File: config.mk
export PLATFORM = sky130hd
export DESIGN_NAME = tag_alarm_gen
export DESIGN_NICKNAME = d
export VERILOG_FILES = /design/src/hdl/tag_pkg.sv /design/src/hdl/tag_alarm_gen.sv
export SDC_FILE = /design/constraint.sdc
export NUM_CORES = 1
export LEC_CHECK = 0
export BUFFER_PORTS_ARGS = -buffer_cell sky130_fd_sc_hd__buf_2
export CAP_MARGIN = 20
export CORE_ASPECT_RATIO = 1.1
export CORE_MARGIN = 2
export CORE_UTILIZATION = 44
export DETAILED_ROUTE_END_ITERATION = 6
export PLACE_DENSITY = 0.74
export SYNTH_ARGS = -nofsm -noshare
export SYNTH_HDL_FRONTEND = slang
export SYNTH_SLANG_ARGS = --single-unit
export TNS_END_PERCENT = 30
File: constraint.sdc
create_clock -name aclk -period 5.15 [get_ports aclk]
set_clock_uncertainty 0.1 [all_clocks]
set_input_delay 0 -clock aclk [delete_from_list [all_inputs] [get_ports aclk]]
set_output_delay 0 -clock aclk [all_outputs]
set_load 0.03 [all_outputs]
File: src/hdl/tag_pkg.sv
// package for the t1 transmit alarm generator: register map, fields, timing
package tag_pkg;
  // register byte addresses (two registers plus one status word)
  localparam logic [7:0] ADDR_ALARM_GEN   = 8'h08;  // alarm_generation_control
  localparam logic [7:0] ADDR_FRAMING     = 8'h00;  // framing mode select
  localparam logic [7:0] ADDR_STATUS      = 8'h04;  // rai engine status
  // alarm_generation_control field positions
  localparam int TRIG_BIT     = 6;  // rai_duration_trigger
  localparam int RAI_SEL_LSB  = 4;  // rai_format_sel [5:4]
  localparam int AIS_SEL_LSB  = 2;  // tx_ais_pattern_sel [3:2]
  localparam logic [7:0] ALARM_GEN_RST = 8'h00;  // reset value
  localparam logic [1:0] FRAMING_RST   = 2'h0;   // reset framing: sf
  // format codes
  localparam logic [1:0] RAI_OFF    = 2'h0;
  localparam logic [1:0] RAI_STD    = 2'h1;
  localparam logic [1:0] RAI_J1     = 2'h3;
  localparam logic [1:0] AIS_UNFR   = 2'h1;
  localparam logic [1:0] AIS_FRMD   = 2'h3;
  // data-link patterns and counts
  localparam logic [15:0] DL_PAT_STD = 16'hff00;
  localparam logic [15:0] DL_PAT_J1  = 16'hffff;
  localparam int          RAI_PATS   = 255;       // patterns per burst
  localparam int          PAT_BITS   = 16;
  // one second idle at 4 kbit/s data link = 4000 dl bits
  localparam int          IDLE_MS    = 1000;
  localparam int          DL_RATE    = 4000;      // data-link bits per second
  localparam int          IDLE_BITS  = DL_RATE * IDLE_MS / 1000;
  // framing modes
  typedef enum logic [1:0] {
    TAG_FRM_SF   = 2'h0,
    TAG_FRM_ESF  = 2'h1,
    TAG_FRM_N    = 2'h2,
    TAG_FRM_T1_DATA_MODE_FRAMING = 2'h3
  } tag_frm_t;
  // position of the current outbound bit within the t1 stream
  typedef struct packed {
    logic       fbit;      // framing bit slot
    logic [3:0] frame;     // frame 1..12 within superframe (sf) less one
    logic       dl_slot;   // esf data-link bit slot
    logic [2:0] bit_idx;   // bit within ds0, 0 = msb
    logic       sync_byte; // t1_data_mode_framing sync byte slot
  } tag_pos_t;
  // one outbound bit with its position
  typedef struct packed {
    logic     data;
    tag_pos_t pos;
  } tag_bit_t;
endpackage

File: src/hdl/tag_alarm_gen.sv
// t1 transmit alarm insertion (rai and ais) with axi4-lite registers
//
// Our own choices: the register addresses and the AXI4-Lite slave port.
`timescale 1ns/100ps
`default_nettype none
// Functional notes
// - format 00 sends no rai
// - sf/n format 01 clears ds0 bit 2
// - t1_data_mode_framing formats 01/11 clear y-bit
// - esf 01 sends 255 ff00 patterns
// - bit 6 trigger governs esf rai length
// - short trigger still yields 255 patterns
// - long trigger keeps rai until cleared
// - new trigger pulse restarts pattern count
// - one second idle between esf rai
// - sf format 11 sets fs frame 12
// - n format 11 same as 01
// - esf 11 sends 255 ffff patterns
// - ais select bits 3:2, reset 00
// - ais 00/10 normal traffic
// - ais 01 unframed all ones
// - ais 11 framed all ones
// - rai format bits 5:4, reset 00
module tag_alarm_gen #(
  parameter int IDLE_CNT = tag_pkg::IDLE_BITS  // idle length in data-link bits
) (
  input  wire logic              aclk,
  input  wire logic              aresetn,
  // axi4-lite slave
  input  wire logic [7:0]        s_axi_awaddr,
  input  wire logic              s_axi_awvalid,
  output logic                   s_axi_awready,
  input  wire logic [31:0]       s_axi_wdata,
  input  wire logic [3:0]        s_axi_wstrb,
  input  wire logic              s_axi_wvalid,
  output logic                   s_axi_wready,
  output logic [1:0]             s_axi_bresp,
  output logic                   s_axi_bvalid,
  input  wire logic              s_axi_bready,
  input  wire logic [7:0]        s_axi_araddr,
  input  wire logic              s_axi_arvalid,
  output logic                   s_axi_arready,
  output logic [31:0]            s_axi_rdata,
  output logic [1:0]             s_axi_rresp,
  output logic                   s_axi_rvalid,
  input  wire logic              s_axi_rready,
  // inbound stream from the framer
  input  wire tag_pkg::tag_bit_t in_bit,
  input  wire logic              in_valid,
  output logic                   in_ready,
  // outbound stream to the line
  output tag_pkg::tag_bit_t      out_bit,
  output logic                   out_valid,
  input  wire logic              out_ready
);

  // ---------------- registers ----------------
  logic [7:0]       agc_r;       // alarm_generation_control
  tag_pkg::tag_frm_t frm_r;      // framing mode
  logic [1:0]       rai_sel;     // rai_format_sel
  logic [1:0]       ais_sel;     // tx_ais_pattern_sel
  logic             trig;        // rai_duration_trigger

  assign rai_sel = agc_r[tag_pkg::RAI_SEL_LSB +: 2];
  assign ais_sel = agc_r[tag_pkg::AIS_SEL_LSB +: 2];
  assign trig    = agc_r[tag_pkg::TRIG_BIT];

  // ---------------- axi write path ----------------
  logic       aw_hold_r;   // address taken, waiting for data
  logic       w_hold_r;    // data taken, waiting for address
  logic [7:0] aw_addr_r;
  logic [7:0] w_data_r;
  logic       w_strb_r;
  logic       wr_go;       // both halves present this cycle
  logic [7:0] wr_addr;
  logic [7:0] wr_data;
  logic       wr_strb;

  // accept each half in either order; one write in flight at a time
  assign wr_addr = aw_hold_r ? aw_addr_r : s_axi_awaddr;
  assign wr_data = w_hold_r ? w_data_r : s_axi_wdata[7:0];
  assign wr_strb = w_hold_r ? w_strb_r : s_axi_wstrb[0];
  assign wr_go   = (aw_hold_r || (s_axi_awvalid && s_axi_awready))
                && (w_hold_r || (s_axi_wvalid && s_axi_wready));

  // ready only while that half is not already held and no response pends
  always_ff @(posedge aclk)
  begin
    if (!aresetn)
    begin
      s_axi_awready <= 1'b0;
      s_axi_wready  <= 1'b0;
    end
    else
    begin
      s_axi_awready <= !s_axi_bvalid && !wr_go && !aw_hold_r
                    && !(s_axi_awvalid && s_axi_awready);
      s_axi_wready  <= !s_axi_bvalid && !wr_go && !w_hold_r
                    && !(s_axi_wvalid && s_axi_wready);
    end
  end

  // hold whichever half arrived first
  always_ff @(posedge aclk)
  begin
    if (!aresetn)
    begin
      aw_hold_r <= 1'b0;
      w_hold_r  <= 1'b0;
      aw_addr_r <= 8'h00;
      w_data_r  <= 8'h00;
      w_strb_r  <= 1'b0;
    end
    else if (wr_go)
    begin
      aw_hold_r <= 1'b0;
      w_hold_r  <= 1'b0;
    end
    else
    begin
      if (s_axi_awvalid && s_axi_awready)
      begin
        aw_hold_r <= 1'b1;
        aw_addr_r <= s_axi_awaddr;
      end
      if (s_axi_wvalid && s_axi_wready)
      begin
        w_hold_r <= 1'b1;
        w_data_r <= s_axi_wdata[7:0];
        w_strb_r <= s_axi_wstrb[0];
      end
    end
  end

  // write response; unmapped address answers slverr
  always_ff @(posedge aclk)
  begin
    if (!aresetn)
    begin
      s_axi_bvalid <= 1'b0;
      s_axi_bresp  <= 2'h0;
    end
    else if (wr_go)
    begin
      s_axi_bvalid <= 1'b1;
      s_axi_bresp  <= (wr_addr == tag_pkg::ADDR_ALARM_GEN ||
                       wr_addr == tag_pkg::ADDR_FRAMING ||
                       wr_addr == tag_pkg::ADDR_STATUS) ? 2'h0 : 2'h2;
    end
    else if (s_axi_bready)
    begin
      s_axi_bvalid <= 1'b0;
    end
  end

  // register storage; only byte lane 0 carries data
  always_ff @(posedge aclk)
  begin
    if (!aresetn)
    begin
      agc_r <= tag_pkg::ALARM_GEN_RST;
      frm_r <= tag_pkg::tag_frm_t'(tag_pkg::FRAMING_RST);
    end
    else if (wr_go && wr_strb)
    begin
      if (wr_addr == tag_pkg::ADDR_ALARM_GEN)
        agc_r <= {1'b0, wr_data[6:0]};                // bit 7 unused
      else if (wr_addr == tag_pkg::ADDR_FRAMING)
        frm_r <= tag_pkg::tag_frm_t'(wr_data[1:0]);
    end
  end

  // ---------------- esf rai engine ----------------
  typedef enum logic [2:0] {
    TAG_ST_IDLE = 3'b001,  // no rai, ready to start
    TAG_ST_SEND = 3'b010,  // sending rai patterns
    TAG_ST_HOLD = 3'b100   // mandatory quiet gap
  } tag_st_t;

  tag_st_t     st_r;
  logic [7:0]  pat_cnt_r;     // index of the pattern under way in this burst; stops at RAI_PATS - 1
  logic [3:0]  pat_bit_r;     // bit within the 16-bit pattern
  logic [12:0] idle_cnt_r;    // quiet-gap counter in dl bits
  logic        trig_d_r;      // trigger delayed, for edge detect
  logic        trig_rise;
  logic        esf_rai_en;
  logic        dl_step;       // a data-link bit is accepted from the input this cycle
  logic        pat_last;      // last bit of a pattern

  assign trig_rise  = trig && !trig_d_r;
  assign esf_rai_en = (frm_r == tag_pkg::TAG_FRM_ESF) && (rai_sel != tag_pkg::RAI_OFF);
  assign dl_step    = in_valid && in_ready && in_bit.pos.dl_slot;
  assign pat_last   = (pat_bit_r == 4'(tag_pkg::PAT_BITS - 1));

  always_ff @(posedge aclk)
  begin
    if (!aresetn)
      trig_d_r <= 1'b0;
    else
      trig_d_r <= trig;
  end

  // burst state: a burst ends on a pattern boundary, or at once when esf rai is disabled
  always_ff @(posedge aclk)
  begin
    if (!aresetn)
    begin
      st_r       <= TAG_ST_IDLE;
      pat_cnt_r  <= 8'h00;
      pat_bit_r  <= 4'h0;
      idle_cnt_r <= 13'h0000;
    end
    else
    begin
      case (st_r)
        TAG_ST_IDLE:
        begin
          // start on the trigger only; gap already served
          if (esf_rai_en && trig)
          begin
            st_r      <= TAG_ST_SEND;
            pat_cnt_r <= 8'h00;
            pat_bit_r <= 4'h0;
          end
        end
        TAG_ST_SEND:
        begin
          if (!esf_rai_en)
          begin
            st_r       <= TAG_ST_HOLD;
            idle_cnt_r <= 13'h0000;
          end
          else if (trig_rise)
          begin
            pat_cnt_r <= 8'h00;
            if (dl_step)
              pat_bit_r <= pat_bit_r + 4'h1;
          end
          else if (dl_step)
          begin
            pat_bit_r <= pat_bit_r + 4'h1;
            if (pat_last)
            begin
              if (pat_cnt_r == 8'(tag_pkg::RAI_PATS - 1) && !trig)
              begin
                st_r       <= TAG_ST_HOLD;
                idle_cnt_r <= 13'h0000;
              end
              else if (pat_cnt_r != 8'(tag_pkg::RAI_PATS - 1))
                pat_cnt_r <= pat_cnt_r + 8'h01;
            end
          end
        end
        TAG_ST_HOLD:
        begin
          // quiet gap timed in data-link bits, ~one second
          if (idle_cnt_r >= 13'(IDLE_CNT - 1) && dl_step)
            st_r <= TAG_ST_IDLE;
          else if (dl_step)
            idle_cnt_r <= idle_cnt_r + 13'h0001;
        end
        default:
          st_r <= TAG_ST_IDLE;
      endcase
    end
  end

  // ---------------- bit insertion ----------------
  logic     ais_on;
  logic     rai_on;
  logic     dl_pat_bit;
  logic     mod_data;
  tag_pkg::tag_bit_t mod_bit;

  assign ais_on = ais_sel[0];
  assign rai_on = (rai_sel != tag_pkg::RAI_OFF) && (rai_sel != 2'h2);
  assign dl_pat_bit = (rai_sel == tag_pkg::RAI_J1)
                    ? tag_pkg::DL_PAT_J1[4'hf - pat_bit_r]
                    : tag_pkg::DL_PAT_STD[4'hf - pat_bit_r];

  // ais first, then rai per framing mode
  always_comb
  begin
    mod_data = in_bit.data;
    if (ais_on)
    begin
      if (ais_sel == tag_pkg::AIS_UNFR)
        mod_data = 1'b1;
      else if (!in_bit.pos.fbit && !in_bit.pos.dl_slot)
        mod_data = 1'b1;
    end
    else if (rai_on)
    begin
      case (frm_r)
        tag_pkg::TAG_FRM_SF:
        begin
          if (rai_sel == tag_pkg::RAI_J1)
          begin
            if (in_bit.pos.fbit && in_bit.pos.frame == 4'hb)
              mod_data = 1'b1;
          end
          else if (!in_bit.pos.fbit && in_bit.pos.bit_idx == 3'h1)
            mod_data = 1'b0;
        end
        tag_pkg::TAG_FRM_N:
        begin
          if (!in_bit.pos.fbit && in_bit.pos.bit_idx == 3'h1)
            mod_data = 1'b0;
        end
        tag_pkg::TAG_FRM_T1_DATA_MODE_FRAMING:
        begin
          if (in_bit.pos.sync_byte && in_bit.pos.bit_idx == 3'h5)
            mod_data = 1'b0;
        end
        tag_pkg::TAG_FRM_ESF:
        begin
          if (st_r == TAG_ST_SEND && in_bit.pos.dl_slot)
            mod_data = dl_pat_bit;
        end
        default:
          mod_data = in_bit.data;
      endcase
    end
  end

  always_comb
  begin
    mod_bit      = in_bit;
    mod_bit.data = mod_data;
  end

  // ---------------- two-entry output buffer ----------------
  tag_pkg::tag_bit_t buf_r [2];
  logic [1:0]        cnt_r;     // entries held
  logic              rd_r;      // read index
  logic              push;
  logic              pop;

  assign push = in_valid && in_ready;
  assign pop  = out_valid && out_ready;

  // stall the source when both entries are full
  always_ff @(posedge aclk)
  begin
    if (!aresetn)
    begin
      cnt_r <= 2'h0;
      rd_r  <= 1'b0;
    end
    else
    begin
      cnt_r <= cnt_r + {1'b0, push} - {1'b0, pop};
      if (pop)
        rd_r <= ~rd_r;
    end
  end

  always_ff @(posedge aclk)
  begin
    if (!aresetn)
    begin
      buf_r[0] <= '0;
      buf_r[1] <= '0;
    end
    else if (push)
      buf_r[rd_r ^ cnt_r[0]] <= mod_bit;
  end

  // registered handshake outputs derived from next occupancy
  logic [1:0] cnt_nxt;
  logic       rd_nxt;
  assign cnt_nxt = cnt_r + {1'b0, push} - {1'b0, pop};
  assign rd_nxt  = pop ? ~rd_r : rd_r;

  always_ff @(posedge aclk)
  begin
    if (!aresetn)
    begin
      in_ready  <= 1'b0;
      out_valid <= 1'b0;
      out_bit   <= '0;
    end
    else
    begin
      in_ready  <= (cnt_nxt != 2'h2);
      out_valid <= (cnt_nxt != 2'h0);
      out_bit   <= (cnt_r == 2'h0 || (pop && cnt_r == 2'h1)) ? mod_bit
                 : (pop ? buf_r[~rd_r] : buf_r[rd_r]);
    end
  end

  // ---------------- axi read path ----------------
  always_ff @(posedge aclk)
  begin
    if (!aresetn)
    begin
      s_axi_arready <= 1'b0;
      s_axi_rvalid  <= 1'b0;
      s_axi_rdata   <= 32'h0000_0000;
      s_axi_rresp   <= 2'h0;
    end
    else if (s_axi_arvalid && s_axi_arready)
    begin
      s_axi_arready <= 1'b0;
      s_axi_rvalid  <= 1'b1;
      s_axi_rresp   <= 2'h0;
      case (s_axi_araddr)
        tag_pkg::ADDR_ALARM_GEN: s_axi_rdata <= {24'h000000, agc_r};
        tag_pkg::ADDR_FRAMING:   s_axi_rdata <= {30'h0, frm_r};
        tag_pkg::ADDR_STATUS:    s_axi_rdata <= {21'h0, pat_cnt_r, st_r};
        default:
        begin
          s_axi_rdata <= 32'h0000_0000;
          s_axi_rresp <= 2'h2;                         // unmapped
        end
      endcase
    end
    else if (s_axi_rvalid)
    begin
      if (s_axi_rready)
        s_axi_rvalid <= 1'b0;
    end
    else
      s_axi_arready <= 1'b1;
  end

endmodule
`default_nettype wire

==> key figures, run 1 <==
STA
  – Min cycle time layout: ~2.7 ns
  – RSZ-0062 raised after global routing: false
  – Pins Over Slew Limit: 0
  – TNS Setup: 0 ns
  – Hold_ws: 0.01398 ns
  – Worst slew pin tran: between 0.8 and 0.9 ns
  – Slew HR: 40.91%
  – Final hold vios: 0
  – Fin crit share: between 50% and 60%
  – F_max: about 380 MHz
  – Final Setup Violations: 0

Clock tree
  – Number of gates resized after cts: 0
  – Post-CTS Hold Buffers: 33
  – Root Buffer: clkbuf_16
  – Cts bufs inserted: 17
  – Reg clk slew, reported paths: approximately 0.050 ns
  – TritonCTS clock tree: built
  – CTS Sinks: approximately 110
  – Worst-case clock buffer depth: 2
  – Htree depth: 4
  – Worst skew pair latency: 0.41 ns
  – Post-CTS Setup Bufs: 0

Detailed routing
  – Top routing layer in use: met4
  – Post-Route WL: around 12000 um
  – Routed len/inst: roughly 14 um
  – Drt pass-1 iters: 4
  – Post-route ant nets: 0
  – Initial drt markers: 267
  – Detailed-route DRC error count: 0
  – Met2 routed WL: 6081 um
  – Routed vias: between 4000 and 5000
  – Met1 WL: 4637 um
  – Via density per instance: 5.185
  – Met3 WL post-DR: 632 um

Worst setup path
  – Crit path cell chain: ha_1 -> a21o_1 -> a211o_1 -> a211o_1 -> a211o_4 -> o41ai_1 -> a21oi_1
  – CP max FO: 18
  – Slowest Stage Delay on Critical Path: around 0.43 ns
  – Worst Path Required: 5.31 ns
  – CP bufs+invs: 0
  – Crit. Startpoint: idle_cnt_r[0]$_SDFFE_PN0P_
  – Top Family by Delay on Critical Path: compound AO/OA/AOI/OAI gates
  – CP most frequent cell: a211o_1
  – Slack of the worst reg-to-reg path: 2.49 ns
  – Worst r2r src: idle_cnt_r[0]$_SDFFE_PN0P_
  – CP max-delay cell: a211o_4
  – CP Launch Type: flop
  – CP Capture Type: flop
  – Data arrival time of the worst path: ~2.8 ns
  – Critical path type: reg2reg

Synthesis
  – Largest family of logic cells by synthesized area: simple AND/OR/NAND/NOR gates
  – Post-synthesis cell count: 538
  – Dominant cells by area after synthesis: dfxtp_1, edfxtp_1, mux2i_1
  – Syn Area/Cell: between 9 and 10 um2
  – Syn. warnings: 0
  – Yosys reg bits: 113
  – Adder-cell area share of the yosys netlist: 1.406%
  – Post-Synth Simple-Gate Area: 22.26%
  – Sequential-to-total area share from yosys stat: 46.50%
  – Yosys top cell area share: between 30% and 40%
  – Post-synthesis cell area: 5339 um2
  – Synth area leader: dfxtp_1
  – Number of enable flip-flop cells after synthesis: 22
  – Compound-gate portion of the synthesized area: 13.15%
  – Synth Flop Type: dfxtp_1
  – Distinct cells, synth: 62
  – FFs w/ async S/R, synth: 0%
  – Post-synthesis mux area share: about a tenth
  – Synth Area in XOR/XNOR: 1.805%

Global route
  – Antenna violations before repair: 0
  – Vias in the first global route: 4221
  – First-pass GRT wire length: between 15000 and 20000 um
  – Global route overflow: 0
  – Largest net degree at the start of global routing: 77
  – Gr usage total: 18.49%

Die
  – # rows: 42
  – Initial Utilization: 44.76%
  – Total core area: approximately 12000 um2
  – Die width: ~110 um
  – Die Ht: roughly 120 um
  – Full die area: roughly 13000 um2
  – IO Pins: 126

Pwr
  – Lkg Pwr: approximately 2.8 nW
  – Power per Cell Area: 404.3 nW/um2
  – Peak VDD IR: 0.0002587 V
  – Overall power: 2.688 mW

Place
  – # port buffers: 74
  – Routability cong.: 0.8161
  – Final HPWL DP: 7723 um

Job
  – Max Cap Viol: 0

Layout
  – Layout area overhead: 24.54%
  – # diodes: 0
  – Most frequent cells in the layout: dfxtp_1, buf_2, nor2b_1
  – Nets: about 720
  – Most common cell after layout, fill and taps aside: dfxtp_1
  – Fin util: a little under three fifths
  – Share of layout cells above drive strength 1: 18.45%

Min path
  – Worst hold-check path type: in2reg
  – Hold path startpoint: in_valid

Status
  – Outcome: finished, final reports clean
==> cells in the mapped netlist (all sizes together), types with 2 or more instances <==
library cell and count:
a2111oi 2, a211o 3, a21boi 4, a21o 5, a21oi 26, a22oi 11
a31oi 3, and2 29, and3 10, and4 2, buf 25, clkbuf 21
dfxtp 91, edfxtp 22, ha 6, inv 6, mux2 8, mux2i 41
nand2 29, nand2b 8, nand3 12, nand3b 2, nand4 7, nand4b 3
nand4bb 2, nor2 23, nor2b 47, nor3 9, nor3b 4, o211a 10
o21a 5, o21ai 22, o31ai 2, or3 9, or4b 2, xnor2 3
xor2 8
==> stage by stage <==
step	setup slack, ns	instances	cell area, um2
finish	2.488	810	6649
global route	2.402	810	6649
CTS	2.499	810	6649
detailed placement	2.518	746	5747
global placement	2.612	746	5747
floorplan	2.766	560	5421
==> sequential cells by signal (all words and copies together) (netlist names), 2 cells and up, named ones only <==
name	count
idle_cnt_r	13
frm_r	2
buf_r	22
w_data_r	7
aw_addr_r	8
st_r	3
out_bit	11
pat_cnt_r	8
agc_r	7
s_axi_rdata	11
pat_bit_r	4
cnt_r	2
==> report_power, final <==
part,leakage (nW),internal [mW],switching [mW]
logic,1.53,0.197,0.326
registers,0.971,1.01,0.0444
clock network,0.282,0.733,0.380
==> cells by family (layout without fill, tap and decap cells) <==
family | count (synthesis) | after routing
muxes | 49 | 49
xor gates and xnor gates | 11 | 11
buffers and inverters | 52 | 148
adders and majority gates | 6 | 6
DFF | 113 | 113
other | 1 | 23
AOI/OAI and AO/OA | 101 | 101
and+or+nand+nor | 205 | 205
==> metal layers <==
metal,track usage (%),up-vias
met3,7.007,17
met5,0,-
met1,19.41,1981
met4,6.170,0
met2,33.35,106
li1,-,2096
==> worst reg2reg max path: stages (launching register included) <==
cell	delay, ns
dfxtp_1	0.36
ha_1	0.26
a21o_1	0.16
a211o_1	0.32
a211o_1	0.34
a211o_4	0.43
o41ai_1	0.40
a21oi_1	0.12
==> path summary, 6_finish.rpt <==
check,cells past startpoint,endpoint
worst min-delay path,3,buf_r[1][10]$_SDFFCE_PN0P_
worst max-delay path,7,idle_cnt_r[9]$_SDFFE_PN0P_
worst min register to register,2,idle_cnt_r[4]$_SDFFE_PN0P_
worst max register to register,7,idle_cnt_r[9]$_SDFFE_PN0P_
==> cell type report <==
type,instances,area [um2]
Multi-Input combinational cell,395,2649
Timing Repair Buffer,111,730.7
Inverter,6,22.52
Clock buffer,26,519.2
Fill cell,1001,5280
Sequential cell,113,2482
Tap cell,154,192.7
Clock inverter,5,52.55
(Power assumes the default switching activity.)
==> inputs of run 2 (changes only) <==
clock period = 2.74 ns   (was 5.15 ns; I/O delays follow)
==> run 2 against run 1 <==
Count of clock-buffer cells in the layout up 1. Largest cell class unchanged. Setup slack worse by 2.3 ns. Worst hold slack better by 0.014 ns.
==> key figures, run 2 (synthesized netlist as in run 1, its figures left out) <==
STA
  – Pins Over Slew Limit: 0 (unchanged)
  – Fin crit share: 94.68% (was 51.68%)
  – Slew HR: 56.10% (was 40.91%)
  – Min cycle time layout: 2.594 ns (was 2.662 ns)
  – Final hold vios: 0 (unchanged)
  – Worst slew pin tran: 0.6585 ns (was 0.8805 ns)
  – F_max: 385.5 MHz (was 375.7 MHz)
  – RSZ-0062 raised after global routing: false (unchanged)
  – TNS Setup: 0 ns (unchanged)
  – Worst setup margin: 0.1457 ns (was 2.488 ns)
  – Final Setup Violations: 0 (unchanged)

Min path
  – Worst hold-check path type: in2reg (unchanged)

Die
  – Die width: 109.0 um (unchanged)
  – Full die area: 13030 um2 (unchanged)
  – Initial Utilization: 44.76% (unchanged)
  – Total core area: 11930 um2 (unchanged)
  – Die Ht: 119.5 um (unchanged)
  – # rows: 42 (unchanged)
  – IO Pins: 126 (unchanged)

Global route
  – Global route overflow: 0 (unchanged)
  – First-pass GRT wire length: 18710 um (was 18840 um)
  – Gr usage total: 18.47% (was 18.49%)
  – Largest net degree at the start of global routing: 76 (was 77)
  – Vias in the first global route: 4139 (was 4221)
  – Antenna violations before repair: 0 (unchanged)

Pwr
  – Overall power: 4.988 mW (was 2.688 mW)
  – Switching share of power: 28.22% (was 27.90%)
  – Power per Cell Area: 748.9 nW/um2 (was 404.3 nW/um2)
  – Combinational power share: 19.8% (was 19.4%)
  – Peak VDD IR: 0.0005665 V (was 0.0002587 V)
  – Lkg Pwr: 2.797 nW (was 2.784 nW)
  – Clock group share of total power: 40.6% (was 41.4%)
  – Switching power: 1.408 mW (was 0.7498 mW)
  – P_int: 3.580 mW (was 1.938 mW)
  – Sequential Power Share: 39.6% (was 39.1%)

Clock tree
  – Post-CTS Setup Bufs: 0 (unchanged)
  – Reg clk slew, reported paths: 0.05 ns (about the same)
  – Htree depth: 4 (unchanged)
  – Worst skew pair latency: 0.41 ns (about the same)
  – TritonCTS clock tree: built (unchanged)
  – CTS Sinks: 113 (unchanged)
  – Worst-case clock buffer depth: 2 (unchanged)
  – Cts bufs inserted: 17 (unchanged)
  – Root Buffer: clkbuf_16 (unchanged)

Place
  – Final HPWL DP: 7603 um (was 7723 um)
  – Dpl ws: 0.1625 ns (was 2.518 ns)
  – # port buffers: 74 (unchanged)
  – Placed cells: 748 (was 746)
  – Routability cong.: 0.8095 (was 0.8161)

Worst setup path
  – CP Capture Type: flop (unchanged)
  – Critical path type: reg2reg (unchanged)
  – CP Launch Type: flop (unchanged)
  – CP max FO: 18 (unchanged)
  – Worst Path Required: 2.92 ns (was 5.31 ns)
  – Data arrival time of the worst path: 2.78 ns (was 2.82 ns)

Status
  – Outcome: finished, final reports clean (unchanged)

Layout
  – Most frequent cells in the layout: dfxtp_1, buf_2, nor2b_1 (unchanged)
  – Largest registers: buf_r x22, idle_cnt_r x13 (unchanged)
  – Fillers: 1013 (was 1001)
  – Biggest register: buf_r (unchanged)
  – # diodes: 0 (unchanged)
  – Max FFs per register: 22 (unchanged)
  – Nets: 725 (was 722)
  – Share of layout cells above drive strength 1: 18.79% (was 18.45%)
  – Post-route insts no fill: 814 (was 810)
  – Layout area overhead: 24.75% (was 24.54%)
  – Most common cell after layout, fill and taps aside: dfxtp_1 (unchanged)

Detailed routing
  – Via density per instance: 5.177 (was 5.185)
  – Post-route ant nets: 0 (unchanged)
  – Routed vias: 4214 (was 4200)
  – Post-Route WL: 11360 um (was 11530 um)
  – Initial drt markers: 246 (was 267)
  – Routed len/inst: 13.96 um (was 14.23 um)
  – Detailed-route DRC error count: 0 (unchanged)
  – Drt pass-1 iters: 5 (was 4)

Job
  – Max Cap Viol: 0 (unchanged)
-- run 2: area by class of cell --
cell class | count | area [um2] | area share, %
Tap cell | 154 | 192.7 | 2.893
Sequential cell | 113 | 2482 | 37.27
Clock buffer | 27 | 533.0 | 8.003
Timing Repair Buffer | 114 | 755.7 | 11.35
Clock inverter | 5 | 25.02 | 0.3757
Inverter | 6 | 22.52 | 0.3382
Multi-Input combinational cell | 395 | 2649 | 39.77
-- run 2: worst paths after layout --
kind	from	end	slack (ns)	cells past startpoint
min	in_valid	buf_r[0][10]$_SDFFCE_PN0P_	0.03	3
max reg2reg	idle_cnt_r[0]$_SDFFE_PN0P_	idle_cnt_r[9]$_SDFFE_PN0P_	0.15	7
max	idle_cnt_r[0]$_SDFFE_PN0P_	idle_cnt_r[9]$_SDFFE_PN0P_	0.15	7
min reg2reg	idle_cnt_r[9]$_SDFFE_PN0P_	idle_cnt_r[9]$_SDFFE_PN0P_	0.39	2
-- run 2: power by group through the flow --
stage	clock [mW]	sequential (mW)	combinational, mW
floorplan	0	2.17	0.559
global placement	0	2.00	0.909
detailed placement	0	2.01	0.939
CTS	2.06	1.98	0.984
global route	2.15	2.00	1.08
finish	2.03	1.98	0.985
-- run 2: timing repair --
action	in CTS	in global routing
hold buffers	34	0
resized for setup	0	0
endpoints found under the hold margin	67	0
-- run 2: metrics by stage --
stage                     cell area, um2  util [%]  hold WS (ns)
after global routing                6660     55.83       0.02058
after global placement              5762     48.30        0.1735
after CTS                           6660     55.83      0.001422
after detailed placement            5762     48.30        0.1837
final                               6660     55.83       0.02791
after floorplan                     5421         -       0.05532
-- run 2: worst max-delay path: stages, from the launching register on --
cell and delay [ns]:
dfxtp_1 0.36, ha_1 0.26, a21o_1 0.16, a211o_1 0.32, a211o_1 0.34, a211o_4 0.43
o41ai_1 0.37, a21oi_1 0.11
-- run 2: metal layers --
metal,vias up,GRT usage [%],wire [um]
met3,17,5.649,474
li1,2099,-,-
met5,-,0,0
met1,1994,20.52,4784
met4,0,8.654,206
met2,104,31.79,5898
==> inputs of run 3 (changes only) <==
==> constraint.sdc (replaced) <==
create_clock -name aclk -period 2.74 [get_ports aclk]
set_clock_uncertainty 0.1 [all_clocks]
set_input_delay 0.274 -clock aclk [delete_from_list [all_inputs] [get_ports aclk]]
set_output_delay 0.274 -clock aclk [all_outputs]
set_load 0.03 [all_outputs]
==> run 3 against run 2 <==
Register-to-register slack improved by 0.02 ns. Clock power increased by 6%. Global-route usage decreased by 0.45 points. Combinational power decreased by 4.6%. Setup slack improved by 0.025 ns. Cell area decreased by 4.8%. Flip-flop and latch count unchanged. Wire length decreased by 1.7%. Final cell count decreased by 4.2%. Sequential share of layout area increased by 1.9 points. Via count decreased by 2.9%. Largest power group unchanged. Highest routed layer unchanged.
==> key figures, run 3 (synthesized netlist as in run 1, its figures left out) <==
STA
  – Final hold vios: 0 (unchanged)
  – Final Setup Violations: 0 (unchanged)
  – Slew HR: 56.53% (was 56.10%)
  – Min cycle time layout: 2.570 ns (was 2.594 ns)
  – Worst setup margin: 0.1703 ns (was 0.1457 ns)
  – Pins Over Slew Limit: 0 (unchanged)
  – F_max: 389.1 MHz (was 385.5 MHz)
  – RSZ-0062 raised after global routing: false (unchanged)
  – Worst slew pin tran: 0.6453 ns (was 0.6585 ns)
  – Fin crit share: 93.79% (was 94.68%)
  – TNS Setup: 0 ns (unchanged)

Worst setup path
  – Critical path type: reg2reg (unchanged)
  – CP most frequent cell: a211o_1 (unchanged)
  – CP Launch Type: flop (unchanged)
  – Top Family by Delay on Critical Path: compound AO/OA/AOI/OAI gates (unchanged)
  – CP max FO: 18 (unchanged)
  – Slowest Stage Delay on Critical Path: 0.44 ns (was 0.43 ns)
  – CP bufs+invs: 0 (unchanged)
  – CP Capture Type: flop (unchanged)
  – Worst Path Required: 2.93 ns (was 2.92 ns)
  – CP max-delay cell: a211o_4 (unchanged)
  – Crit path cell chain: ha_1 -> a21o_1 -> a211o_1 -> a211o_1 -> a211o_4 -> o41ai_1 -> a21oi_1 (unchanged)
  – Data arrival time of the worst path: 2.76 ns (was 2.78 ns)

Global route
  – Vias in the first global route: 4063 (was 4139)
  – Gr usage total: 18.02% (was 18.47%)
  – First-pass GRT wire length: 18270 um (was 18710 um)
  – Antenna violations before repair: 0 (unchanged)
  – Global route overflow: 0 (unchanged)
  – Largest net degree at the start of global routing: 63 (was 76)

Layout
  – Largest registers: buf_r x22, idle_cnt_r x13 (unchanged)
  – Fin util: 53.14% (was 55.83%)
  – Footprint of the multi-input gates: 2649 um2 (unchanged)
  – Fillers: 1067 (was 1013)
  – Biggest register: buf_r (unchanged)
  – Layout area overhead: 18.73% (was 24.75%)
  – Final Instance Area: 6339 um2 (was 6660 um2)
  – Nets: 691 (was 725)
  – Most common cell after layout, fill and taps aside: dfxtp_1 (unchanged)
  – # diodes: 0 (unchanged)
  – Most frequent cells in the layout: dfxtp_1, buf_2, nor2b_1 (unchanged)
  – Storage element area: 2482 um2 (unchanged)
  – Share of layout cells above drive strength 1: 19.81% (was 18.79%)
  – Max FFs per register: 22 (unchanged)
  – Post-route insts no fill: 780 (was 814)

Clock tree
  – Cts bufs inserted: 17 (unchanged)
  – Post-CTS Setup Bufs: 0 (unchanged)
  – Worst skew pair latency: 0.42 ns (was 0.41 ns)
  – Post-CTS Hold Buffers: 0 (was 34)
  – Htree depth: 4 (unchanged)
  – TritonCTS clock tree: built (unchanged)
  – CTS Sinks: 113 (unchanged)
  – Worst-case clock buffer depth: 2 (unchanged)
  – Root Buffer: clkbuf_16 (unchanged)
  – Number of gates resized after cts: 0 (unchanged)
  – Reg clk slew, reported paths: 0.05 ns (about the same)

Place
  – Placed cells: 748 (unchanged)
  – Dpl ws: 0.1986 ns (was 0.1625 ns)
  – # port buffers: 74 (unchanged)
  – Placed cell area: 5762 um2 (unchanged)
  – Final HPWL DP: 7953 um (was 7603 um)
  – Routability cong.: 0.8387 (was 0.8095)

Detailed routing
  – Routed len/inst: 14.33 um (was 13.96 um)
  – Via density per instance: 5.247 (was 5.177)
  – Drt pass-1 iters: 4 (was 5)
  – Initial drt markers: 247 (was 246)
  – Detailed-route DRC error count: 0 (unchanged)
  – Routed vias: 4093 (was 4214)
  – Post-route ant nets: 0 (unchanged)
  – Post-Route WL: 11170 um (was 11360 um)

Die
  – Die width: 109.0 um (unchanged)
  – IO Pins: 126 (unchanged)
  – Full die area: 13030 um2 (unchanged)
  – Die Ht: 119.5 um (unchanged)
  – Initial Utilization: 44.76% (unchanged)
  – # rows: 42 (unchanged)
  – Total core area: 11930 um2 (unchanged)

Min path
  – Worst hold-check path type: in2reg (unchanged)

Status
  – Outcome: finished, final reports clean (unchanged)

Pwr
  – Peak VDD IR: 0.0004812 V (was 0.0005665 V)
  – Power per Cell Area: 799.2 nW/um2 (was 748.9 nW/um2)
  – Lkg Pwr: 2.653 nW (was 2.797 nW)

Job
  – Max Cap Viol: 0 (unchanged)
-- run 3: cell count changes in the layout (fill, tap and decap cells not counted) --
cell / change
dlygate4sd3_1: -34
clkbuf_8: -7
bufinv_16: +3
clkinv_2: +2
clkinvlp_4: +2
clkbuf_1: -1
clkinv_1: +1
-- run 3: final cells by class --
class / instances / area share (%)
clock buffers: 19 / 6.830
flip-flops and latches: 113 / 39.16
multi-input cells: 395 / 41.79
repair buffers: 80 / 6.553
clock inverters: 13 / 2.270
well taps: 154 / 3.040
inverters: 6 / 0.3553
-- run 3: metrics by stage --
| step | power [mW] | hold slack (ns) |
|---|---|---|
| 6_report | 5.066 | 0.03305 |
| 5_1_grt | 5.293 | 0.03296 |
| 4_1_cts | 5.116 | 0.01460 |
| 3_5_place_dp | 2.950 | 0.3772 |
| 3_3_place_gp | 2.912 | 0.3549 |
| 2_1_floorplan | 2.730 | 0.3293 |
-- run 3: final timing paths --
| check | start | endpoint | slack [ns] | depth (start not counted) |
|---|---|---|---|---|
| max | idle_cnt_r[0]$_SDFFE_PN0P_ | idle_cnt_r[9]$_SDFFE_PN0P_ | 0.17 | 7 |
| min | s_axi_wdata[6] | w_data_r[6]$_SDFFE_PN0P_ | 0.03 | 3 |
| max reg2reg | idle_cnt_r[0]$_SDFFE_PN0P_ | idle_cnt_r[9]$_SDFFE_PN0P_ | 0.17 | 7 |
| min reg2reg | idle_cnt_r[9]$_SDFFE_PN0P_ | idle_cnt_r[9]$_SDFFE_PN0P_ | 0.38 | 2 |
-- run 3: per-layer routing --
layer / GRT usage [%] / up-vias / wire length, um
met2: 31.37 / 83 / 5832
met5: 0 / - / 0
li1: - / 2041 / -
met3: 6.518 / 17 / 620
met4: 7.212 / 0 / 164
met1: 19.61 / 1952 / 4557
-- run 3: power breakdown --
group	internal (mW)	total (mW)	switching [mW]
logic	0.342	0.940	0.598
registers	1.89	1.98	0.0820
clock network	1.41	2.15	0.742
-- run 3: tightest hold or removal path: cells and delay by family --
| kind | cells | cell delay (ns) |
|---|---|---|
| muxes | 1 | 0.06 |
| buffers and inverters | 1 | 0.08 |
| and+or+nand+nor | 1 | 0.09 |
